**src/scda_pkg.sv**
```systemverilog
// scda_pkg: constants, field layouts and carriers of the sensor configuration data array.
// assumes one 40 MHz clock domain shared by the frame decoder, the OTP fuse reader and the array.
package scda_pkg;

  // register offsets
  localparam logic [7:0] SCDA_A_SERIAL0   = 8'h00;
  localparam logic [7:0] SCDA_A_SERIAL1   = 8'h01;
  localparam logic [7:0] SCDA_A_SERIAL2   = 8'h02;
  localparam logic [7:0] SCDA_A_SERIAL3   = 8'h03;
  localparam logic [7:0] SCDA_A_DEFL      = 8'h04;
  localparam logic [7:0] SCDA_A_RSVD05    = 8'h05;
  localparam logic [7:0] SCDA_A_FCFG      = 8'h06;
  localparam logic [7:0] SCDA_A_PART      = 8'h08;
  localparam logic [7:0] SCDA_A_DEVICE_CONTROL    = 8'h0A;
  localparam logic [7:0] SCDA_A_DEVICE_CONFIG    = 8'h0B;
  localparam logic [7:0] SCDA_A_AXIS      = 8'h0C;
  localparam logic [7:0] SCDA_A_ARM       = 8'h0E;
  localparam logic [7:0] SCDA_A_THR_POS   = 8'h10;
  localparam logic [7:0] SCDA_A_THR_NEG   = 8'h12;
  localparam logic [7:0] SCDA_A_STATE     = 8'h14;
  localparam logic [7:0] SCDA_A_COUNT     = 8'h15;
  localparam logic [7:0] SCDA_A_OFFSET_CORRECTION_VALUE   = 8'h16;
  localparam logic [7:0] SCDA_A_RSVD1C    = 8'h1C;
  localparam logic [7:0] SCDA_A_RSVD1D    = 8'h1D;

  // field positions
  localparam int         SCDA_UNIT_IDX_W  = 13;
  localparam int         SCDA_SELF_TEST_MAGNITUDE_BIT   = 7;
  localparam int         SCDA_OC_BIT      = 7;
  localparam int         SCDA_LOCK_BIT    = 5;
  localparam int         SCDA_OFMON_BIT   = 3;
  localparam int         SCDA_ST_BIT      = 7;
  localparam int         SCDA_OFFCFG_BIT  = 3;
  localparam logic [1:0] SCDA_RES_STEP1   = 2'h0;
  localparam logic [1:0] SCDA_RES_STEP2   = 2'h3;
  localparam logic [1:0] SCDA_RES_STEP3   = 2'h1;

  // reset values and check polynomial
  localparam logic [7:0] SCDA_REG_RESET   = 8'h00;
  localparam logic [7:0] SCDA_CRC_POLY    = 8'h2F;
  localparam logic [7:0] SCDA_CRC_SEED    = 8'hFF;

  typedef struct packed {
    logic       write;
    logic [7:0] addr;
    logic [7:0] wdata;
  } scda_req_s;

  typedef struct packed {
    logic [31:0] serial;
    logic [7:0]  deflection;
    logic        self_test_magnitude;
    logic [7:0]  part;
    logic [7:0]  crc;
  } scda_otp_s;

  typedef struct packed {
    logic [7:0] state_flags;
    logic [7:0] frame_count;
    logic [7:0] offset_corr;
  } scda_stat_s;

  typedef struct packed {
    logic [5:0] device_control;
    logic [7:0] device_config;
    logic [7:0] axis;
    logic [7:0] arm;
    logic [7:0] thr_pos;
    logic [7:0] thr_neg;
    logic       ofmon_on;
    logic       st_on;
    logic       oc_normal;
  } scda_cfg_s;

endpackage

```
**src/scda_array.sv**
```systemverilog
// scda_array: register array with OTP shadow, writable block, init lock and CRC checks.
// assumes requests come from a frame decoder on clk_i and OTP fuses are stable after reset.
`timescale 1ns/1ps
`default_nettype none

module scda_array
  import scda_pkg::*;
(
  // clock and reset
  input  wire logic       clk_i,
  input  wire logic       rst_n_i,
  // register requests from the frame decoder
  input  wire logic       req_i,
  input  wire scda_req_s  req_data_i,
  output logic            rsp_valid_o,
  output logic [7:0]      rsp_data_o,
  output logic            rsp_invalid_o,
  // factory fuses and live status
  input  wire scda_otp_s  otp_i,
  input  wire scda_stat_s stat_i,
  // configuration and health
  output scda_cfg_s       cfg_o,
  output logic            init_done_lock_o,
  output logic            otp_crc_err_o,
  output logic            wr_crc_err_o,
  output logic            soft_reset_o
);

  function automatic logic [7:0] scda_crc8(input logic [63:0] data);
    logic [7:0] crc;
    crc = SCDA_CRC_SEED;
    for (int i = 63; i >= 0; i--) begin
      if (crc[7] ^ data[i]) begin
        crc = {crc[6:0], 1'b0} ^ SCDA_CRC_POLY;
      end else begin
        crc = {crc[6:0], 1'b0};
      end
    end
    return crc;
  endfunction

  function automatic logic scda_addr_valid(input logic [7:0] a);
    unique case (a)
      SCDA_A_SERIAL0, SCDA_A_SERIAL1, SCDA_A_SERIAL2, SCDA_A_SERIAL3,
      SCDA_A_DEFL, SCDA_A_RSVD05, SCDA_A_FCFG, SCDA_A_PART,
      SCDA_A_DEVICE_CONTROL, SCDA_A_DEVICE_CONFIG, SCDA_A_AXIS, SCDA_A_ARM,
      SCDA_A_THR_POS, SCDA_A_THR_NEG, SCDA_A_STATE, SCDA_A_COUNT,
      SCDA_A_OFFSET_CORRECTION_VALUE, SCDA_A_RSVD1C, SCDA_A_RSVD1D: return 1'b1;
      default:                                       return 1'b0;
    endcase
  endfunction

  typedef enum logic [1:0] {SCDA_RS_IDLE, SCDA_RS_GOT1, SCDA_RS_GOT2} scda_rs_e;

  // OTP shadow
  scda_otp_s   shadow;
  logic        loaded;
  // writable block
  logic [5:0]  device_control;
  logic [7:0]  device_config;
  logic [7:0]  axis;
  logic [7:0]  arm;
  logic [7:0]  thr_pos;
  logic [7:0]  thr_neg;
  logic        lock;
  // check state
  logic [7:0]  wr_crc_ref;
  logic        wr_crc_armed;
  scda_rs_e    rs_state;
  scda_rs_e    next_rs_state;
  logic        next_soft_reset;

  logic        acc_ok;
  logic        wr_ok;
  logic        device_control_wr;
  logic [7:0]  rd_data;
  logic [7:0]  otp_crc_now;
  logic [7:0]  wr_crc_now;

  assign acc_ok    = req_i && scda_addr_valid(req_data_i.addr);
  assign wr_ok     = acc_ok && req_data_i.write && !lock;
  assign device_control_wr = acc_ok && req_data_i.write && (req_data_i.addr == SCDA_A_DEVICE_CONTROL);

  // serial id and factory values hash into the OTP check only
  assign otp_crc_now = scda_crc8({shadow.serial, shadow.deflection,
                                  shadow.self_test_magnitude, 7'h00, shadow.part, 8'h00});
  assign wr_crc_now  = scda_crc8({2'b00, device_control, device_config, axis, arm, thr_pos, thr_neg, 16'h0000});

  // read mux; device control reset bits always read zero
  always_comb begin
    rd_data = 8'h00;
    unique case (req_data_i.addr)
      SCDA_A_SERIAL0: rd_data = shadow.serial[7:0];
      SCDA_A_SERIAL1: rd_data = shadow.serial[15:8];
      SCDA_A_SERIAL2: rd_data = shadow.serial[23:16];
      SCDA_A_SERIAL3: rd_data = shadow.serial[31:24];
      SCDA_A_DEFL:    rd_data = shadow.deflection;
      SCDA_A_FCFG:    rd_data = {shadow.self_test_magnitude, 7'h00};
      SCDA_A_PART:    rd_data = shadow.part;
      SCDA_A_DEVICE_CONTROL:  rd_data = {2'b00, device_control};
      SCDA_A_DEVICE_CONFIG:  rd_data = device_config;
      SCDA_A_AXIS:    rd_data = axis;
      SCDA_A_ARM:     rd_data = arm;
      SCDA_A_THR_POS: rd_data = thr_pos;
      SCDA_A_THR_NEG: rd_data = thr_neg;
      SCDA_A_STATE:   rd_data = stat_i.state_flags;
      SCDA_A_COUNT:   rd_data = stat_i.frame_count;
      SCDA_A_OFFSET_CORRECTION_VALUE: rd_data = stat_i.offset_corr;
      default:        rd_data = 8'h00;
    endcase
  end

  // response, one cycle after the request
  always_ff @(posedge clk_i or negedge rst_n_i) begin
    if (!rst_n_i) begin
      rsp_valid_o   <= 1'b0;
      rsp_data_o    <= SCDA_REG_RESET;
      rsp_invalid_o <= 1'b0;
    end else begin
      rsp_valid_o   <= req_i;
      rsp_data_o    <= acc_ok ? rd_data : 8'h00;
      rsp_invalid_o <= req_i && !acc_ok;
    end
  end

  // OTP shadow is loaded once after reset release and never written by the host
  always_ff @(posedge clk_i or negedge rst_n_i) begin
    if (!rst_n_i) begin
      shadow <= '0;
      loaded <= 1'b0;
    end else if (!loaded) begin
      shadow <= otp_i;
      loaded <= 1'b1;
    end
  end

  // device reset sequence on the two upper control bits
  always_comb begin
    next_rs_state   = SCDA_RS_IDLE;
    next_soft_reset = 1'b0;
    if (device_control_wr) begin
      if (req_data_i.wdata[7:6] == SCDA_RES_STEP1) begin
        next_rs_state = SCDA_RS_GOT1;
      end else if (req_data_i.wdata[7:6] == SCDA_RES_STEP2 && rs_state == SCDA_RS_GOT1) begin
        next_rs_state = SCDA_RS_GOT2;
      end else if (req_data_i.wdata[7:6] == SCDA_RES_STEP3 && rs_state == SCDA_RS_GOT2) begin
        next_soft_reset = 1'b1;
      end
    end else if (!req_i) begin
      next_rs_state = rs_state;
    end
  end

  always_ff @(posedge clk_i or negedge rst_n_i) begin
    if (!rst_n_i) begin
      rs_state     <= SCDA_RS_IDLE;
      soft_reset_o <= 1'b0;
    end else begin
      rs_state     <= soft_reset_o ? SCDA_RS_IDLE : next_rs_state;
      soft_reset_o <= next_soft_reset;
    end
  end

  // device control lower bits, writable only before the lock
  always_ff @(posedge clk_i or negedge rst_n_i) begin
    if (!rst_n_i) begin
      device_control <= 6'h00;
    end else if (soft_reset_o) begin
      device_control <= 6'h00;
    end else if (wr_ok && req_data_i.addr == SCDA_A_DEVICE_CONTROL) begin
      device_control[SCDA_OFFCFG_BIT] <= req_data_i.wdata[SCDA_OFFCFG_BIT];
      device_control[2:0]             <= req_data_i.wdata[2:0];
      if (req_data_i.wdata[SCDA_OFFCFG_BIT]) begin
        device_control[5:4] <= req_data_i.wdata[5:4];
      end
    end
  end

  // configuration bytes, frozen by the lock
  always_ff @(posedge clk_i or negedge rst_n_i) begin
    if (!rst_n_i) begin
      device_config  <= SCDA_REG_RESET;
      axis    <= SCDA_REG_RESET;
      arm     <= SCDA_REG_RESET;
      thr_pos <= SCDA_REG_RESET;
      thr_neg <= SCDA_REG_RESET;
    end else if (soft_reset_o) begin
      device_config  <= SCDA_REG_RESET;
      axis    <= SCDA_REG_RESET;
      arm     <= SCDA_REG_RESET;
      thr_pos <= SCDA_REG_RESET;
      thr_neg <= SCDA_REG_RESET;
    end else if (wr_ok) begin
      unique case (req_data_i.addr)
        SCDA_A_DEVICE_CONFIG:  device_config  <= req_data_i.wdata;
        SCDA_A_AXIS:    axis    <= req_data_i.wdata;
        SCDA_A_ARM:     arm     <= req_data_i.wdata;
        SCDA_A_THR_POS: thr_pos <= req_data_i.wdata;
        SCDA_A_THR_NEG: thr_neg <= req_data_i.wdata;
        default:        ;
      endcase
    end
  end

  // the lock follows its stored bit; only a device reset clears it
  assign lock = device_config[SCDA_LOCK_BIT];

  // writable block check: reference taken the cycle after locking
  always_ff @(posedge clk_i or negedge rst_n_i) begin
    if (!rst_n_i) begin
      wr_crc_ref   <= 8'h00;
      wr_crc_armed <= 1'b0;
    end else if (soft_reset_o) begin
      wr_crc_armed <= 1'b0;
    end else if (lock && !wr_crc_armed) begin
      wr_crc_ref   <= wr_crc_now;
      wr_crc_armed <= 1'b1;
    end
  end

  // sticky fault flags; a detected fault wins over the reset-sequence clear
  always_ff @(posedge clk_i or negedge rst_n_i) begin
    if (!rst_n_i) begin
      otp_crc_err_o <= 1'b0;
      wr_crc_err_o  <= 1'b0;
    end else begin
      otp_crc_err_o <= (loaded && otp_crc_now != shadow.crc) ||
                       (otp_crc_err_o && !soft_reset_o);
      wr_crc_err_o  <= (wr_crc_armed && wr_crc_now != wr_crc_ref) ||
                       (wr_crc_err_o && !soft_reset_o);
    end
  end

  // configuration seen by the sensor path
  always_ff @(posedge clk_i or negedge rst_n_i) begin
    if (!rst_n_i) begin
      cfg_o            <= '0;
      init_done_lock_o <= 1'b0;
    end else begin
      cfg_o.device_control     <= device_control;
      cfg_o.device_config     <= device_config;
      cfg_o.axis       <= axis;
      cfg_o.arm        <= arm;
      cfg_o.thr_pos    <= thr_pos;
      cfg_o.thr_neg    <= thr_neg;
      cfg_o.ofmon_on   <= device_config[SCDA_OFMON_BIT] || !device_config[SCDA_OC_BIT];
      cfg_o.st_on      <= axis[SCDA_ST_BIT] && !lock;
      cfg_o.oc_normal  <= lock;
      init_done_lock_o <= lock;
    end
  end
endmodule

`default_nettype wire

```
**config.mk**
```make
export PLATFORM = sky130hd
export DESIGN_NAME = scda_array
export DESIGN_NICKNAME = d
export VERILOG_FILES = /design/src/scda_pkg.sv /design/src/scda_array.sv
export SDC_FILE = /design/constraint.sdc
export NUM_CORES = 1
export LEC_CHECK = 0
export BUFFER_PORTS_ARGS = -buffer_cell sky130_fd_sc_hd__buf_2
export CORE_MARGIN = 4
export CORE_UTILIZATION = 50
export CTS_BUF_LIST = sky130_fd_sc_hd__clkbuf_8
export CTS_CLUSTER_SIZE = 40
export DETAILED_ROUTE_END_ITERATION = 6
export PLACE_DENSITY = 0.71
export RECOVER_POWER = 50
export SKIP_CTS_REPAIR_TIMING = 1
export SYNTH_ARGS = -nofsm -noshare
export SYNTH_HDL_FRONTEND = slang
export SYNTH_SLANG_ARGS = --single-unit
```
**constraint.sdc**
```tcl
create_clock -name clk_i -period 4.9 [get_ports clk_i]
set_clock_uncertainty 0.2 [all_clocks]
set_input_delay 1.47 -clock clk_i [delete_from_list [all_inputs] [get_ports clk_i]]
set_output_delay 1.47 -clock clk_i [all_outputs]
set_load 0.05 [all_outputs]
```
==> reports/qor_table.md, run 1 <==
| Item | Reported |
|---|---|
| Outcome | complete, but fails checks |
| Failing checks | capacitance limit, slew limit |
| Final nets | 1,151 |
| Max-slew violations | 137 |
| Worst Setup Path Type | flip-flop to flip-flop |
| First-pass iteration count of the detailed router | 6 |
| DRC violations left | 0 |
| Antenna cells | 0 |
| Sink count of the clock tree | 176 |
| Number of primary I/O pins | 164 |
| Pin count of the biggest net entering global routing | 78 |
| Later-pin clock latency in the skew report | 0.50 ns |
| Final-report setup violation count | 0 |
| Remaining antenna violation count | 0 |
| Number of rows in the core area | 54 |
| Final critical-path required period | 4.66 ns |
| Placeable core region | 22,000 um^2 |
| Synth warnings | 0 |
| Drt first-iter violations | 757 |
| Sum of net half-perimeters after detailed placement | 23,600 um |
| Final RePlAce weighted congestion | 0.904 |
| Async set-reset flop share out of synthesis | 100% |
| Cts bufs inserted | 17 |
| Total of flip-flops plus latches after synthesis | 176 |
| Post-route cell area | 12,900 um^2 |
| Clock root buffer master | clkbuf_8 |
| Tightest Pin Transition | 3.11 ns |
| Post-synthesis instance total | 871 |
| Highest clock rate | 214 MHz |
| Unrepaired setup endpoints after global routing | false |
| Clock-pin slew on the worst setup and hold paths | 0.12 ns |
| Starting utilization of the core area | 51.0% |
| Min-delay worst type | flip-flop to flip-flop |
| Sequential element share of the synthesized area | 39.3% |
| Fill cell count | 1,792 |
| Final wirelength | 30,300 um |
| Wire length of the first global-routing pass | 45,700 um |
| Final-report hold violation count | 0 |
| Share of the clock period used by the worst path | 95.1% |
| TritonCTS clock tree | yes |
| H-tree levels | 4 |
| Ratio of cells with drive above 1 in the final layout | 34.0% |
| Vias after detailed routing | 7,530 |
| Most used standard cell by instance count after synthesis | dfrtp_1 |
| GRT Total Usage | 24.8% |
| List of most frequent post-synthesis cells | dfrtp_1, xnor2_1, mux2_2 |
| Area contributors post-synth | dfrtp_1, xnor2_1, xnor3_1 |
| Total overflow reported by the global router | 0 |
| Number of different library cells in the post-synthesis netlist | 47 |
| Post-route setup TNS | 0 ns |
| Number of antenna violations at the first check in global routing | 1 |
| Max-Cap Viols | 2 |
| Die X | 158 um |
| Endpoint type of the worst setup path | flip-flop |
| Number of buffers on the longest clock path | 2 |
| Die outline area | 24,900 um^2 |
| Via/cell ratio | 5.61 |
| Buffers on Ports | 163 |
| Vertical die dimension | 158 um |
| Via count of the first global-routing pass | 7,544 |
| Critical path fanouts, max | 5 |
| Post-synth top area share | 39.3% |
| Critical path data required time | 5.08 ns |
| Signal arrival time at the worst endpoint | 4.84 ns |
| Dominant cell type by area after synthesis | dfrtp_1 |
| Avg Synthesized Cell Area | 12.9 um^2 |
| Main flop type after synthesis | dfrtp_1 |
| Post-detailed-placement cell area | 12,500 um^2 |
| Number of enable flip-flop cells after synthesis | 0 |
| Worst Setup Start Kind | flip-flop |
| Post-DR wirelength/cell | 22.5 um |
| Worst-case headroom to the max-slew limit | -107% |
| Synthesized Nets | 972 |
| Post-Synthesis Cell Area | 11,200 um^2 |
| Layout overhead on the synthesized area | 14.9% |
## worst paths after layout
kind	startpoint	slack (ns)	to	cells after the start
worst max-delay path	shadow[50]$_DFFE_PN0N_	0.24	otp_crc_err_o$_DFF_PN0_	12
worst min-delay path	thr_pos[6]$_DFFE_PN0P_	0.27	cfg_o[17]$_DFF_PN0_	0
worst max register to register	shadow[50]$_DFFE_PN0N_	0.24	otp_crc_err_o$_DFF_PN0_	12
worst min register to register	thr_pos[6]$_DFFE_PN0P_	0.27	cfg_o[17]$_DFF_PN0_	0
max in group asynchronous	rst_n_i	0.95	loaded$_DFF_PN0_	2
min in group asynchronous	rst_n_i	1.29	cfg_o[35]$_DFF_PN0_	1
## per-stage QoR
stage	hold WS (ns)	setup WS [ns]	std cells	utilization (%)
floorplan	0.152	0.431	871	-
global placement	0.236	0.300	1311	56.8
detailed placement	0.234	0.181	1311	56.8
CTS	0.259	0.191	1343	58.7
global route	0.263	0.00655	1343	58.6
finish	0.273	0.238	1343	58.6
## routing by layer
layer / GRT usage [%] / wire (um)
met1: 37.5 / 13800
met2: 36.0 / 13200
met3: 5.80 / 2630
met4: 6.84 / 650
met5: 0 / 13
## cell usage in the layout, fill, tap and decap left out, types with 5 or more instances in the layout
master,synthesis,final
xnor3_2,14,15
nand2b_1,12,12
a31oi_1,9,9
a22oi_1,10,10
nand2_1,46,46
inv_8,0,5
a21oi_1,12,12
xnor3_1,56,55
mux2_2,92,92
xor3_1,7,7
dfrtp_1,176,174
mux2i_1,11,11
xor2_2,6,6
nor2_1,27,27
xor2_1,60,60
a22o_1,7,7
a221oi_1,16,16
clkbuf_8,0,17
buf_2,2,161
clkbuf_1,24,11
nor3_1,8,8
xnor2_2,19,20
nand3_1,8,8
a21o_1,5,5
buf_4,4,22
xnor2_1,147,145
nor2b_1,13,13
o21ai_0,33,33
## state kept, by name, indices dropped and copies added (netlist names)
signal and count:
cfg_o 48, wr_crc_ref 8, device_control 6, rsp_data_o 8
shadow 57, loaded 1, wr_crc_armed 1, axis 8
otp_crc_err_o 1, thr_pos 8, arm 8, rsp_valid_o 1
wr_crc_err_o 1, rsp_invalid_o 1, thr_neg 8, device_config 8
rs_state 2, soft_reset_o 1
## layout make-up
type / instances / area [um^2] / share of cell area [%]
timing repair buffer: 196 / 1020 / 7.94
sequential: 176 / 4410 / 34.2
clock inverter: 15 / 186 / 1.45
tap: 280 / 350 / 2.72
inverter: 4 / 15.0 / 0.117
multi-input combinational: 655 / 6650 / 51.7
clock buffer: 17 / 234 / 1.82
## cell families (layout without fill, tap and decap cells)
| group | after synthesis | in the layout | synth area share, % |
|---|---|---|---|
| DFF | 176 | 176 | 39.3 |
| xor gates and xnor gates | 315 | 315 | 36.9 |
| buffers and inverters | 40 | 232 | 1.51 |
| other | 1 | 1 | 0.0335 |
| and+or+nand+nor | 131 | 131 | 5.58 |
| muxes | 103 | 103 | 10.2 |
| AOI/OAI and AO/OA | 105 | 105 | 6.37 |
## worst max-delay path, cell delays in order (launching register included)
cell and delay [ns]:
dfrtp_1 0.48, xor2_1 0.27, xnor3_2 0.56, xnor2_2 0.19
xnor2_2 0.27, xnor3_2 0.53, xnor3_1 0.41, xnor3_2 0.45
xnor3_2 0.41, xnor3_1 0.36, nand2b_1 0.15, mux2i_1 0.13
a41oi_1 0.14
Power of run 1 is left out: the tool's default activity adds up to more than one toggle a clock period on the data nets, which glitch-free logic cannot reach.
==> inputs of run 2 (changes only) <==
Settings changed: CORE_UTILIZATION 50 to 40, PLACE_DENSITY 0.71 to not set.
==> run 2 against run 1 <==
Effect of this change:
- the flow still finishes with violations (capacitance limit, slew limit)
- critical path depth fell by 1
- first-iteration DRC count shrank 21%
- via count fell by 2.6%
- worst setup slack worse by 0.059 ns
- clock-buffer cell count up 4
- final area is 1.2% higher
- wire length is 4.3% higher
- hold slack got worse by 0.018 ns
- global-route usage decreased by 4.0 points
- critical path type unchanged
==> reports/qor_table.md, run 2 (synthesis results as in run 1) <==
| Item | Reported | Delta |
|---|---|---|
| Max-slew violations | 103 | -25% |
| Drt first-iter violations | 597 | -21% |
| Clock-pin slew on the worst setup and hold paths | 0.10 ns | -0.02 ns |
| Total area of multi-input combinational cells | 6630 um^2 | -0.30% |
| Number of buffers on the longest clock path | 2 | unchanged |
| Final RePlAce weighted congestion | 0.887 | -1.9% |
| Critical path fanouts, max | 6 | +1 |
| Layout overhead on the synthesized area | 16.3% |  |
| Logic depth of the worst path, buffers included | 11 | -1 |
| Final worst setup slack | 0.179 ns | -0.0591 ns |
| Cell depth of the worst min-delay path | 0 | unchanged |
| Min-delay worst type | flip-flop to flip-flop |  |
| Clock root buffer master | clkbuf_8 |  |
| Post-route setup TNS | 0 ns | unchanged |
| Ratio of cells with drive above 1 in the final layout | 33.6% | -0.41 points |
| Via/cell ratio | 5.10 | -9.1% |
| Unrepaired setup endpoints after global routing | false |  |
| Worst-case headroom to the max-slew limit | -91.3% | +16 points |
| Highest clock rate | 212 MHz | -1.3% |
| Worst Setup Path Type | flip-flop to flip-flop |  |
| Cell family contributing the most delay on the critical path | XOR/XNOR gates |  |
| TritonCTS clock tree | yes |  |
| Remaining antenna violation count | 0 | unchanged |
| Number of primary I/O pins | 164 | unchanged |
| Final nets | 1,155 | +0.35% |
| Buffering stage count on the worst path with inverters included | 0 | unchanged |
| Wire length of the first global-routing pass | 48,000 um | +5.2% |
| Number of antenna violations at the first check in global routing | 1 | unchanged |
| Worst Setup Start Kind | flip-flop |  |
| Total overflow reported by the global router | 0 | unchanged |
| Vertical die dimension | 175 um | +11% |
| Share of the clock period used by the worst path | 96.4% | +1.2 points |
| Area used by sequential logic in the layout | 4410 um^2 | about the same |
| H-tree levels | 4 | unchanged |
| Cts bufs inserted | 17 | unchanged |
| Cell chain of the critical path | xnor3_2, xor3_1, xor3_2, xnor3_2, xnor3_1, xnor3_2, xnor3_2, xnor3_1, nand2b_1, mux2i_1, a41oi_1 |  |
| R2R cell count | 11 | -1 |
| Registers with the most flip-flops | shadow x57, cfg_o x48 |  |
| Final wirelength | 31,600 um | +4.3% |
| Flip-flop count of the largest register, all copies and words added | 57 | unchanged |
| Worst setup slack before clock tree synthesis | 0.160 ns | -0.0207 ns |
| Number of rows in the core area | 60 | +11% |
| Signal arrival time at the worst endpoint | 4.86 ns | +0.02 ns |
| Commonest non-fill, non-tap cells in the layout | dfrtp_1, buf_2, xnor2_1 |  |
| Buffers on Ports | 163 | unchanged |
| Vias after detailed routing | 7,334 | -2.6% |
| Endpoint type of the worst setup path | flip-flop |  |
| Final-report setup violation count | 0 | unchanged |
| DRC violations left | 0 | unchanged |
| Later-pin clock latency in the skew report | 0.47 ns | -0.03 ns |
| Tightest Pin Transition | 2.87 ns | -0.242 ns |
| Final critical-path required period | 4.72 ns | +0.0591 ns |
| Number of cells after detailed placement | 1,406 | +7.2% |
| Antenna cells | 0 | unchanged |
| First-pass iteration count of the detailed router | 6 | unchanged |
| Largest reg by FF count | shadow |  |
| Pin count of the biggest net entering global routing | 126 | +62% |
| Peak per-stage delay on the critical path | 0.56 ns | about the same |
| Cell with the largest stage delay on the worst path | xnor3_2 |  |
| Post-DR wirelength/cell | 22.0 um | -2.6% |
| Die outline area | 30,700 um^2 | +24% |
| Sink count of the clock tree | 176 | unchanged |
| Critical path data required time | 5.04 ns | -0.04 ns |
| Failing checks | capacitance limit, slew limit |  |
| Fill cell count | 2,546 | +42% |
| Max-Cap Viols | 2 | unchanged |
| Final-report hold violation count | 0 | unchanged |
| Most prevalent standard cell on the critical path | xnor3_2 |  |
| Starting utilization of the core area | 41.1% | -9.9 points |
| Minimum hold slack | 0.254 ns | -0.0182 ns |
| Die X | 175 um | +11% |
| Placeable core region | 27,300 um^2 | +24% |
| Via count of the first global-routing pass | 7,613 | +0.91% |
| Sum of net half-perimeters after detailed placement | 24,800 um | +5.2% |
| Leading cell type in the layout, fill and taps excluded | dfrtp_1 |  |
| Non-filler instance count after layout | 1,439 | +7.1% |
| GRT Total Usage | 20.8% | -4.0 points |
| Outcome | complete, but fails checks |  |
-- run 2: changes by cell type in the layout (fill, tap and decap cells not counted), moves of 2 or more --
| cell | previous run | this run |
|---|---|---|
| buf_4 | 22 | 25 |
| clkinv_8 | 3 | 0 |
| clkbuf_8 | 17 | 21 |
| clkbuf_1 | 11 | 14 |
| inv_8 | 5 | 1 |
| clkbuf_2 | 2 | 0 |
| bufinv_16 | 1 | 3 |
-- run 2: area by class of cell --
class / instances / area share, %
Sequential cell: 176 / 33.8
Clock inverter: 11 / 1.17
Multi-Input combinational cell: 655 / 50.9
Timing Repair Buffer: 200 / 8.15
Inverter: 4 / 0.115
Clock buffer: 21 / 2.22
Tap cell: 372 / 3.57
-- run 2: through the flow --
stage / utilization [%] / instance area (um^2)
after global routing: 47.8 / 13000
final: 47.8 / 13000
after CTS: 47.9 / 13100
after floorplan: - / 11200
after global placement: 46.3 / 12600
after detailed placement: 46.3 / 12600
-- run 2: worst paths after layout --
| check | startpoint | end | slack [ns] |
|---|---|---|---|
| max | shadow[53]$_DFFE_PN0N_ | otp_crc_err_o$_DFF_PN0_ | 0.18 |
| min | thr_pos[6]$_DFFE_PN0P_ | cfg_o[17]$_DFF_PN0_ | 0.25 |
| max reg2reg | shadow[53]$_DFFE_PN0N_ | otp_crc_err_o$_DFF_PN0_ | 0.18 |
| min reg2reg | thr_pos[6]$_DFFE_PN0P_ | cfg_o[17]$_DFF_PN0_ | 0.25 |
| max in group asynchronous | rst_n_i | shadow[54]$_DFFE_PN0N_ | 1.08 |
| min in group asynchronous | rst_n_i | wr_crc_ref[6]$_DFFE_PN0P_ | 1.71 |
-- run 2: per-layer routing --
metal / up-vias / wire length [um] / global-route usage [%] / part of all wire, %
met3: 28 / 2410 / 5.49 / 7.6
met1: 3633 / 15100 / 31.1 / 48
met5: - / 7 / 0 / 0.022
li1: 3382 / - / - / -
met4: 2 / 505 / 4.94 / 1.6
met2: 289 / 13600 / 30.1 / 43
Power of run 2 is left out for the same reason.
